File: config.mk
export PLATFORM = sky130hd
export DESIGN_NAME = protection_master_gate
export DESIGN_NICKNAME = d
export VERILOG_FILES = /design/src/shared/prot_gate_pkg.sv /design/src/hw/fault_counters.sv /design/src/hw/protection_master_gate.sv
export SDC_FILE = /design/constraint.sdc
export NUM_CORES = 1
export LEC_CHECK = 0
export ABC_AREA = 1
export BUFFER_PORTS_ARGS = -buffer_cell sky130_fd_sc_hd__buf_2
export CORE_MARGIN = 2
export CORE_UTILIZATION = 50
export CTS_CLUSTER_DIAMETER = 50
export DETAILED_ROUTE_END_ITERATION = 12
export PLACE_DENSITY = 0.78
export SYNTH_ARGS = -nofsm -noshare
export SYNTH_HDL_FRONTEND = slang
export SYNTH_SLANG_ARGS = --single-unit
File: constraint.sdc
create_clock -name core_clk -period 6.3 [get_ports core_clk]
set_clock_uncertainty 0.05 [all_clocks]
set_input_delay 1.26 -clock core_clk [delete_from_list [all_inputs] [get_ports core_clk]]
set_output_delay 1.26 -clock core_clk [all_outputs]
set_load 0.01 [all_outputs]
File: src/shared/prot_gate_pkg.sv
package prot_gate_pkg;
  localparam int N_STAGES = 4;
  localparam int CNT_W    = 16;
  localparam int ADDR_W   = 8;
  localparam int CTRL_W   = 4;
  localparam int STAT_W   = 5;
  localparam int IRQ_W    = 3;

  localparam logic [ADDR_W-1:0] OFF_CTRL     = 8'h00;
  localparam logic [ADDR_W-1:0] OFF_STATUS   = 8'h04;
  localparam logic [ADDR_W-1:0] OFF_FAULT    = 8'h08;
  localparam logic [ADDR_W-1:0] OFF_GRID     = 8'h0C;
  localparam logic [ADDR_W-1:0] OFF_CMD      = 8'h10;
  localparam logic [ADDR_W-1:0] OFF_IRQ_STAT = 8'h14;
  localparam logic [ADDR_W-1:0] OFF_IRQ_MASK = 8'h18;

  localparam int CTRL_ENABLE_BIT     = 0;
  localparam int CTRL_GLOB_PERMIT_BIT = 1;
  localparam int CTRL_TRIP_BLOCK_BIT = 2;
  localparam int CTRL_TRIP_PERMIT_BIT = 3;
  localparam logic [CTRL_W-1:0] CTRL_RESET = 4'h1;

  localparam int STAT_AVAIL_BIT      = 0;
  localparam int STAT_ACTIVE_BIT     = 1;
  localparam int STAT_GLOB_EXT_BIT   = 2;
  localparam int STAT_TRIP_BLK_BIT   = 3;
  localparam int STAT_TRIP_EXT_BIT   = 4;

  localparam int IRQ_ALARM_BIT       = 0;
  localparam int IRQ_TRIP_BIT        = 1;
  localparam int IRQ_CNT_RESET_BIT   = 2;
  localparam logic [IRQ_W-1:0] IRQ_MASK_RESET = 3'h0;

  localparam int CMD_CNT_RESET_BIT   = 0;
endpackage : prot_gate_pkg

File: src/hw/fault_counters.sv
`timescale 1ns/100ps
module fault_counters
  import prot_gate_pkg::*;
(
  input  wire logic             core_clk,
  input  wire logic             rst,
  input  wire logic             clk_en,
  input  wire logic             fault_event,
  input  wire logic             new_grid_fault,
  input  wire logic             counter_reset,
  output logic [CNT_W-1:0]      fault_counter,
  output logic [CNT_W-1:0]      grid_fault_counter,
  output logic                  reset_done
);
  // Reset beats a coincident fault: software asked for a clean start
  always_ff @(posedge core_clk or posedge rst) begin
    if (rst) begin
      fault_counter <= '0;
    end else if (clk_en) begin
      if (counter_reset) begin
        fault_counter <= '0;
      end else if (fault_event) begin
        fault_counter <= fault_counter + 1'b1;
      end
    end
  end

  always_ff @(posedge core_clk or posedge rst) begin
    if (rst) begin
      grid_fault_counter <= '0;
    end else if (clk_en) begin
      if (counter_reset) begin
        grid_fault_counter <= '0;
      end else if (fault_event && new_grid_fault) begin
        grid_fault_counter <= grid_fault_counter + 1'b1;
      end
    end
  end

  always_ff @(posedge core_clk or posedge rst) begin
    if (rst) begin
      reset_done <= 1'b0;
    end else if (clk_en) begin
      reset_done <= counter_reset;
    end
  end

  AST_FAULT_STEP: assert property (@(posedge core_clk) disable iff (rst)
    (clk_en && fault_event && !counter_reset) |=> fault_counter == $past(fault_counter) + 1'b1)
    else $error("fault counter did not step on a fault");
  AST_GRID_HOLD: assert property (@(posedge core_clk) disable iff (rst)
    (clk_en && fault_event && !new_grid_fault && !counter_reset)
      |=> grid_fault_counter == $past(grid_fault_counter))
    else $error("grid counter moved on a repeated fault");
  AST_CNT_CLEAR: assert property (@(posedge core_clk) disable iff (rst)
    (clk_en && counter_reset) |=> (fault_counter == '0 && grid_fault_counter == '0 && reset_done))
    else $error("counter reset did not clear and indicate");
endmodule : fault_counters

File: src/hw/protection_master_gate.sv
// The APB interface to the registers and the address map were left to the implementer.
`timescale 1ns/100ps
// Notes on behaviour
// - Enable setting, default on, silences all alarm and trip outputs
// - Global external block permit, default off
// - Either global block input blocks protection
// - Permanent trip block suppresses collective trip
// - Trip external block permit, default off
// - Permitted trip block input suppresses collective trip
// - Alarm per phase, earth, and overall
// - Trip per phase, ground, and overall
// - Status flags for availability, activity, blocks
// - Fault counter steps on every fault while active, unless a counter reset coincides
// - Grid counter holds through reclose sequence
// - Counter reset clears both, raises indication
// - Collective outputs are OR of stages
// - Active only when enabled and unblocked
module protection_master_gate
  import prot_gate_pkg::*;
(
  input  wire logic                core_clk,
  input  wire logic                rst,
  input  wire logic                clk_en,
  input  wire logic                psel,
  input  wire logic                penable,
  input  wire logic                pwrite,
  input  wire logic [ADDR_W-1:0]   paddr,
  input  wire logic [31:0]         pwdata,
  output logic [31:0]              prdata,
  output logic                     pready,
  output logic                     pslverr,
  output logic                     irq,
  input  wire logic                global_block_input_a,
  input  wire logic                global_block_input_b,
  input  wire logic                trip_ext_block_input,
  input  wire logic                ar_in_progress,
  input  wire logic [N_STAGES-1:0] stage_alarm_a,
  input  wire logic [N_STAGES-1:0] stage_alarm_b,
  input  wire logic [N_STAGES-1:0] stage_alarm_c,
  input  wire logic [N_STAGES-1:0] stage_alarm_g,
  input  wire logic [N_STAGES-1:0] stage_trip_a,
  input  wire logic [N_STAGES-1:0] stage_trip_b,
  input  wire logic [N_STAGES-1:0] stage_trip_c,
  input  wire logic [N_STAGES-1:0] stage_trip_g,
  output logic                     alarm_phase_a,
  output logic                     alarm_phase_b,
  output logic                     alarm_phase_c,
  output logic                     alarm_earth,
  output logic                     alarm_general,
  output logic                     trip_phase_a,
  output logic                     trip_phase_b,
  output logic                     trip_phase_c,
  output logic                     trip_ground,
  output logic                     trip_general,
  output logic                     prot_available,
  output logic                     prot_active,
  output logic                     global_ext_blocked_flag,
  output logic                     trip_cmd_blocked,
  output logic                     trip_ext_block,
  output logic [CNT_W-1:0]         fault_counter,
  output logic [CNT_W-1:0]         grid_fault_counter,
  output logic                     counter_reset_ind
);
  logic [CTRL_W-1:0] ctrl_q;
  logic [IRQ_W-1:0]  irq_stat_q;
  logic [IRQ_W-1:0]  irq_mask_q;
  logic [IRQ_W-1:0]  irq_event;
  logic [31:0]       rdata_q;
  logic              err_q;
  logic              bus_setup;
  logic              bus_write;
  logic              addr_hit;
  logic              cnt_reset_req;
  logic              global_ext_blk_c;
  logic              trip_ext_blk_c;
  logic              active_c;
  logic              trip_blocked_c;
  logic [3:0]        alarm_raw;
  logic [3:0]        trip_raw;
  logic              alarm_any_c;
  logic              trip_any_c;
  logic              fault_trip_q;
  logic              fault_event;
  logic              trip_general_c;
  logic              alarm_general_c;

  // Bus stalls while the clock enable holds state frozen
  assign pready    = clk_en;
  assign bus_setup = psel && !penable;
  assign bus_write = psel && penable && pwrite && pready && !pslverr;
  assign pslverr   = psel && penable && err_q;
  assign prdata    = rdata_q;

  always_comb begin
    case (paddr)
      OFF_CTRL, OFF_STATUS, OFF_FAULT, OFF_GRID,
      OFF_CMD, OFF_IRQ_STAT, OFF_IRQ_MASK: addr_hit = 1'b1;
      default:                             addr_hit = 1'b0;
    endcase
  end

  // Read data captured in setup so the access phase needs no wait state
  always_ff @(posedge core_clk or posedge rst) begin
    if (rst) begin
      rdata_q <= 32'h0000_0000;
      err_q   <= 1'b0;
    end else if (clk_en && bus_setup) begin
      err_q   <= !addr_hit;
      rdata_q <= 32'h0000_0000;
      case (paddr)
        OFF_CTRL:     rdata_q[CTRL_W-1:0] <= ctrl_q;
        OFF_STATUS: begin
          rdata_q[STAT_AVAIL_BIT]    <= prot_available;
          rdata_q[STAT_ACTIVE_BIT]   <= prot_active;
          rdata_q[STAT_GLOB_EXT_BIT] <= global_ext_blocked_flag;
          rdata_q[STAT_TRIP_BLK_BIT] <= trip_cmd_blocked;
          rdata_q[STAT_TRIP_EXT_BIT] <= trip_ext_block;
        end
        OFF_FAULT:    rdata_q[CNT_W-1:0] <= fault_counter;
        OFF_GRID:     rdata_q[CNT_W-1:0] <= grid_fault_counter;
        OFF_IRQ_STAT: rdata_q[IRQ_W-1:0] <= irq_stat_q;
        OFF_IRQ_MASK: rdata_q[IRQ_W-1:0] <= irq_mask_q;
        default:      rdata_q <= 32'h0000_0000;
      endcase
    end
  end

  always_ff @(posedge core_clk or posedge rst) begin
    if (rst) begin
      ctrl_q <= CTRL_RESET;
    end else if (clk_en && bus_write && paddr == OFF_CTRL) begin
      ctrl_q <= pwdata[CTRL_W-1:0];
    end
  end

  always_ff @(posedge core_clk or posedge rst) begin
    if (rst) begin
      irq_mask_q <= IRQ_MASK_RESET;
    end else if (clk_en && bus_write && paddr == OFF_IRQ_MASK) begin
      irq_mask_q <= pwdata[IRQ_W-1:0];
    end
  end

  assign cnt_reset_req = bus_write && paddr == OFF_CMD && pwdata[CMD_CNT_RESET_BIT];

  // Set wins over a write-one clear in the same cycle
  always_ff @(posedge core_clk or posedge rst) begin
    if (rst) begin
      irq_stat_q <= '0;
    end else if (clk_en) begin
      if (bus_write && paddr == OFF_IRQ_STAT) begin
        irq_stat_q <= (irq_stat_q & ~pwdata[IRQ_W-1:0]) | irq_event;
      end else begin
        irq_stat_q <= irq_stat_q | irq_event;
      end
    end
  end

  always_ff @(posedge core_clk or posedge rst) begin
    if (rst) begin
      irq <= 1'b0;
    end else if (clk_en) begin
      irq <= |((irq_stat_q | irq_event) & irq_mask_q);
    end
  end

  // Blocking and activity decisions
  assign global_ext_blk_c = ctrl_q[CTRL_GLOB_PERMIT_BIT]
                            && (global_block_input_a || global_block_input_b);
  assign active_c         = ctrl_q[CTRL_ENABLE_BIT] && !global_ext_blk_c;
  assign trip_ext_blk_c   = ctrl_q[CTRL_TRIP_PERMIT_BIT] && trip_ext_block_input;
  assign trip_blocked_c   = ctrl_q[CTRL_TRIP_BLOCK_BIT] || trip_ext_blk_c;

  // Collective signals over all stages, gated by protection activity
  assign alarm_raw = {|stage_alarm_g, |stage_alarm_c, |stage_alarm_b, |stage_alarm_a};
  assign trip_raw  = {|stage_trip_g, |stage_trip_c, |stage_trip_b, |stage_trip_a};
  assign alarm_any_c     = active_c && (|alarm_raw);
  assign trip_any_c      = active_c && (|trip_raw);
  assign alarm_general_c = alarm_any_c;
  assign trip_general_c  = trip_any_c && !trip_blocked_c;

  always_ff @(posedge core_clk or posedge rst) begin
    if (rst) begin
      alarm_phase_a <= 1'b0;
      alarm_phase_b <= 1'b0;
      alarm_phase_c <= 1'b0;
      alarm_earth   <= 1'b0;
      alarm_general <= 1'b0;
    end else if (clk_en) begin
      alarm_phase_a <= active_c && alarm_raw[0];
      alarm_phase_b <= active_c && alarm_raw[1];
      alarm_phase_c <= active_c && alarm_raw[2];
      alarm_earth   <= active_c && alarm_raw[3];
      alarm_general <= alarm_general_c;
    end
  end

  // Phase trips stay as indications; only the collective command is blocked
  always_ff @(posedge core_clk or posedge rst) begin
    if (rst) begin
      trip_phase_a <= 1'b0;
      trip_phase_b <= 1'b0;
      trip_phase_c <= 1'b0;
      trip_ground  <= 1'b0;
      trip_general <= 1'b0;
    end else if (clk_en) begin
      trip_phase_a <= active_c && trip_raw[0];
      trip_phase_b <= active_c && trip_raw[1];
      trip_phase_c <= active_c && trip_raw[2];
      trip_ground  <= active_c && trip_raw[3];
      trip_general <= trip_general_c;
    end
  end

  always_ff @(posedge core_clk or posedge rst) begin
    if (rst) begin
      prot_available          <= 1'b0;
      prot_active             <= 1'b0;
      global_ext_blocked_flag <= 1'b0;
      trip_cmd_blocked        <= 1'b0;
      trip_ext_block          <= 1'b0;
    end else if (clk_en) begin
      prot_available          <= ctrl_q[CTRL_ENABLE_BIT];
      prot_active             <= active_c;
      global_ext_blocked_flag <= global_ext_blk_c;
      trip_cmd_blocked        <= ctrl_q[CTRL_TRIP_BLOCK_BIT];
      trip_ext_block          <= trip_ext_blk_c;
    end
  end

  // A fault is a new stage trip decision, counted even if the command is blocked
  always_ff @(posedge core_clk or posedge rst) begin
    if (rst) begin
      fault_trip_q <= 1'b0;
    end else if (clk_en) begin
      fault_trip_q <= trip_any_c;
    end
  end

  assign fault_event = trip_any_c && !fault_trip_q;

  assign irq_event[IRQ_ALARM_BIT]     = alarm_general_c && !alarm_general;
  assign irq_event[IRQ_TRIP_BIT]      = trip_general_c && !trip_general;
  assign irq_event[IRQ_CNT_RESET_BIT] = counter_reset_ind;

  fault_counters i_fault_counters (
    .core_clk           (core_clk),
    .rst                (rst),
    .clk_en             (clk_en),
    .fault_event        (fault_event),
    .new_grid_fault     (!ar_in_progress),
    .counter_reset      (cnt_reset_req),
    .fault_counter      (fault_counter),
    .grid_fault_counter (grid_fault_counter),
    .reset_done         (counter_reset_ind)
  );

  AST_DISABLED_SILENT: assert property (@(posedge core_clk) disable iff (rst)
    (clk_en && !ctrl_q[CTRL_ENABLE_BIT]) |=> !(alarm_general || trip_general || alarm_phase_a || trip_ground))
    else $error("output produced while protection disabled");
  AST_GLOB_PERMIT_NEEDED: assert property (@(posedge core_clk) disable iff (rst)
    (clk_en && !rst && !ctrl_q[CTRL_GLOB_PERMIT_BIT] && ctrl_q[CTRL_ENABLE_BIT]) |=> prot_active)
    else $error("protection blocked without permission");
  AST_GLOB_BLOCK: assert property (@(posedge core_clk) disable iff (rst)
    (clk_en && ctrl_q[CTRL_GLOB_PERMIT_BIT] && (global_block_input_a || global_block_input_b))
      |=> (!prot_active && !alarm_general && !trip_general))
    else $error("external global block not applied");
  AST_PERM_TRIP_BLOCK: assert property (@(posedge core_clk) disable iff (rst)
    (clk_en && ctrl_q[CTRL_TRIP_BLOCK_BIT]) |=> (!trip_general && trip_cmd_blocked))
    else $error("trip passed permanent block");
  AST_TRIP_PERMIT_NEEDED: assert property (@(posedge core_clk) disable iff (rst)
    (clk_en && !ctrl_q[CTRL_TRIP_PERMIT_BIT]) |=> !trip_ext_block)
    else $error("trip externally blocked without permission");
  AST_EXT_TRIP_BLOCK: assert property (@(posedge core_clk) disable iff (rst)
    (clk_en && ctrl_q[CTRL_TRIP_PERMIT_BIT] && trip_ext_block_input) |=> (!trip_general && trip_ext_block))
    else $error("trip passed external block");
  AST_ALARM_COLLECT: assert property (@(posedge core_clk) disable iff (rst)
    clk_en |=> alarm_general == (alarm_phase_a || alarm_phase_b || alarm_phase_c || alarm_earth))
    else $error("general alarm does not match phase alarms");
  AST_TRIP_COLLECT: assert property (@(posedge core_clk) disable iff (rst)
    (clk_en && !trip_blocked_c) |=> trip_general == (trip_phase_a || trip_phase_b || trip_phase_c || trip_ground))
    else $error("general trip does not match phase trips");
  AST_STAGE_OR: assert property (@(posedge core_clk) disable iff (rst)
    (clk_en && active_c) |=> (alarm_phase_b == $past(|stage_alarm_b) && trip_phase_c == $past(|stage_trip_c)))
    else $error("collective output is not the OR of stages");
  AST_ACTIVE_STATE: assert property (@(posedge core_clk) disable iff (rst)
    (clk_en && !rst) |=> prot_active == ($past(ctrl_q[CTRL_ENABLE_BIT]) && !$past(global_ext_blk_c)))
    else $error("active flag wrong");
  AST_EXT_FLAG: assert property (@(posedge core_clk) disable iff (rst)
    clk_en |=> global_ext_blocked_flag == ($past(ctrl_q[CTRL_GLOB_PERMIT_BIT])
                && ($past(global_block_input_a) || $past(global_block_input_b))))
    else $error("external block flag wrong");
  AST_AVAIL_FLAG: assert property (@(posedge core_clk) disable iff (rst)
    (clk_en && !rst) |=> prot_available == $past(ctrl_q[CTRL_ENABLE_BIT]))
    else $error("available flag wrong");
endmodule : protection_master_gate

==> flow_summary_export.csv <==
group,metric,value,unit
cts,clk_pin_slew,0.08,ns
sta,tightestPinTransition,0.980,ns
worst_hold_path,min_to,"prdata[7]",
cts,cts_tree,"done",
setup_path,worstRegToRegCells,8,
worst_hold_path,hp-start,"prdata[7]",
die,core-area,8680,um2
setup_path,rr_endpoint,"i_fault_counters.grid_fault_counter[10]",
setup_path,path_max_fanout,20,
synth,ys_top_cells_by_area,"dfrtp_1 43%, nand2_1 13%, nor2_1 6.1%",
pwr,p_sw_share,26.6,%
final_layout,diodes,0,
sta,rsz0062_at_grt,"false",
final_layout,fillers,832,
sta,hold_viol_final,0,
worst_hold_path,min_path_type,"reg -> reg",
sta,fin_hold_ws,0.434,ns
global_routing,grt_overflow,0,
global_routing,antenna_found_initial,0,
drt,drtAntennaViolNets,0,
final_layout,multiInputGateArea,2140,um2
sta,finalSetupViolCount,0,
synth,syn_area_per_cell,7.49,um2
drt,route.detailed.drc,0,
global_routing,track_usage,23.9,%
drt,wl_per_cell,13.8,um
drt,viasPerCell,5.27,
synth,synth.top_cell.area_share,42.5,%
setup_path,critical_path_class,"in -> reg",
synth,synth_edf_count,0,
synth,synth_flop_cell,"dfrtp_1",
die,dieArea,9720,um2
setup_path,rr_startpoint,"err_q",
synth,ys_seq_area_share,43.1,%
synth,netlist_area,4470,um2
pwr,pwr-share-clk,38.9,%
die,die_w,98.6,um
pwr,cell_internal_pwr,0.802,mW
setup_path,cp.arrival,3.20,ns
drt,dr_total_vias,4361,
placed_design,io_buffers,120,
die,rows,34,
synth,synth.largest_area_cell,"dfrtp_1",
synth,async_flop_share,100,%
pwr,peakVddDrop,0.117,mV
synth,syn-instance-count,597,
sta,timing.final.crit_share,48.3,%
placed_design,finalWeightedCongestion,0.919,
cts,clock_path_buffers,2,
pwr,switchingPower,0.291,mW
run_status,status,"completed",
cts,clock_latency,0.35,ns
setup_path,crit_path_end_kind,"flop",
global_routing,grt_max_degree,78,
pwr,comb_power_share,13.4,%
worst_hold_path,hold_depth,2,
cts,cts_max_level,3,
global_routing,grt_pass1_vias,4153,
setup_path,r2r_slack,3.97,ns
cts,ctsResizeCount,0,
sta,max_freq,329,MHz
final_layout,nets,798,
final_layout,drive_above_1_share,23.1,%
synth,synth_seq_cells,77,
cts,cts.sinks,77,
drt,drt_wl_total,11400,um
flow_run,cap_violations,0,
synth,ys_types,36,
pwr,cellPowerDensity,206,nW/um2
drt,drtIter0Drc,245,
final_layout,regArea,1930,um2
die,ioPinCount,165,
final_layout,synthToLayoutAreaGrowth,18.5,%
sta,relSlewSlack,34.7,%
placed_design,dp_hpwl,8640,um
cts,cts_buffers,9,
global_routing,grt_pass1_wl,19200,um
cts,postCtsHoldBufs,0,
cts,postCtsSetupBuffers,0,
pwr,power_frac_seq,47.7,%
setup_path,crit_required,6.46,ns
setup_path,cp-start-kind,"input pin",
synth,ys_warn_count,0,
sta,setup_tns,0,ns
sta,maxSlewViolCount,0,
die,die_height,98.6,um
cts,cts-root-buf,"clkbuf_8",
sta,finalCriticalPeriod,3.04,ns
pwr,power.leakage,2.74,nW
die,start_util,51.5,%
drt,drt_pass1_iterations,5,
==> per-layer routing <==
metal  vias up  GRT usage, %  routed length [um]
met5         -             0                   0
met4         0          9.17                 306
met3        27          3.40                 672
li1       2138             -                   -
met2       165          39.6                5560
met1      2031          32.1                4880
==> cells in the mapped netlist, types with 2 or more instances <==
library cell  number
nand3_2            3
o22ai_1           11
nor2_1            73
nand4_1           10
inv_2              4
o21ai_2            8
nand2_1          156
o21ai_1           10
nor2_2             2
a21oi_1            6
buf_2              6
dfrtp_1           76
xor2_1            11
buf_6              2
o21ai_0           50
clkbuf_1           5
nor2_4             2
nor3_1            10
nand2_4            2
buf_4             18
a22o_1             9
inv_1             62
ha_1               2
nor3_4             2
nand3_1           46
==> logic make-up (layout without fill, tap and decap cells) <==
family	count (synthesis)	count (layout)	share of synthesized area (%)
AO/OA/AOI/OAI	97	97	12.8
multiplexers	1	1	0.252
buffers and inverters	98	205	10.2
adder cells (fa/ha/maj)	2	2	0.559
AND/OR/NAND/NOR	310	310	30.8
XOR/XNOR	11	11	2.15
other	1	16	0.0838
flip-flops	77	77	43.1
==> power by group through the flow <==
stage	clock network (mW)	registers (mW)	logic, mW
2_1_floorplan	0	0.533	0.0975
5_1_grt	0.450	0.523	0.167
6_report	0.425	0.522	0.147
4_1_cts	0.431	0.521	0.147
3_3_place_gp	0	0.531	0.143
3_5_place_dp	0	0.531	0.147
==> worst max-delay path by stage <==
stage	start	cells after the start	end	slack, ns
6_report	clk_en	8	i_fault_counters.grid_fault_counter[10]	3.26
5_1_grt	clk_en	8	i_fault_counters.grid_fault_counter[10]	3.01
4_1_cts	clk_en	8	i_fault_counters.grid_fault_counter[10]	3.25
3_5_place_dp	clk_en	8	i_fault_counters.grid_fault_counter[10]	2.88
3_3_place_gp	clk_en	8	i_fault_counters.grid_fault_counter[10]	2.96
2_1_floorplan	rst	1	alarm_earth	3.02
==> stage by stage <==
stage | total power [mW] | cells | instance area, um2 | utilization (%) | setup slack, ns
after global routing | 1.14 | 827 | 5300 | 61.1 | 3.01
after global placement | 0.674 | 811 | 5070 | 58.5 | 2.96
final | 1.09 | 827 | 5300 | 61.1 | 3.26
after detailed placement | 0.678 | 811 | 5070 | 58.5 | 2.88
after CTS | 1.10 | 827 | 5300 | 61.1 | 3.25
after floorplan | 0.631 | 612 | 4530 | - | 3.02
==> cell type report <==
cell class	instances	share of cell area (%)
clock buffer	12	2.93
tap	108	2.55
inverter	67	4.75
timing repair buffer	122	11.6
clock inverter	4	1.32
sequential	77	36.4
multi-input combinational	437	40.4
==> worst max-delay path: stages <==
cell     delay [ns]
buf_2          0.23
nand3_1        0.16
nor2_4         0.22
nand3_1        0.66
inv_2          0.40
nor2_1         0.08
nand2_1        0.08
o21ai_0        0.09
==> flip-flops by register name, indices dropped and copies added (netlist names), 3 cells and up <==
name,cells
prdata,16
irq_stat_q,3
i_fault_counters.grid_fault_counter,16
i_fault_counters.fault_counter,16
ctrl_q,4
irq_mask_q,3
==> cell usage in the layout (no fill, tap or decap), drive strengths merged, types with 2 or more instances in the layout <==
cell | netlist | final
nand2 | 158 | 158
buf | 26 | 122
nor2 | 77 | 77
dfrtp | 76 | 76
o21ai | 68 | 68
inv | 66 | 66
nand3 | 50 | 50
conb | 1 | 16
nor3 | 13 | 13
clkbuf | 5 | 12
xor2 | 11 | 11
o22ai | 11 | 11
nand4 | 11 | 11
a22o | 9 | 9
a21oi | 6 | 6
clkinv | 1 | 3
ha | 2 | 2
bufinv | 0 | 2
(Power assumes the default switching activity.)
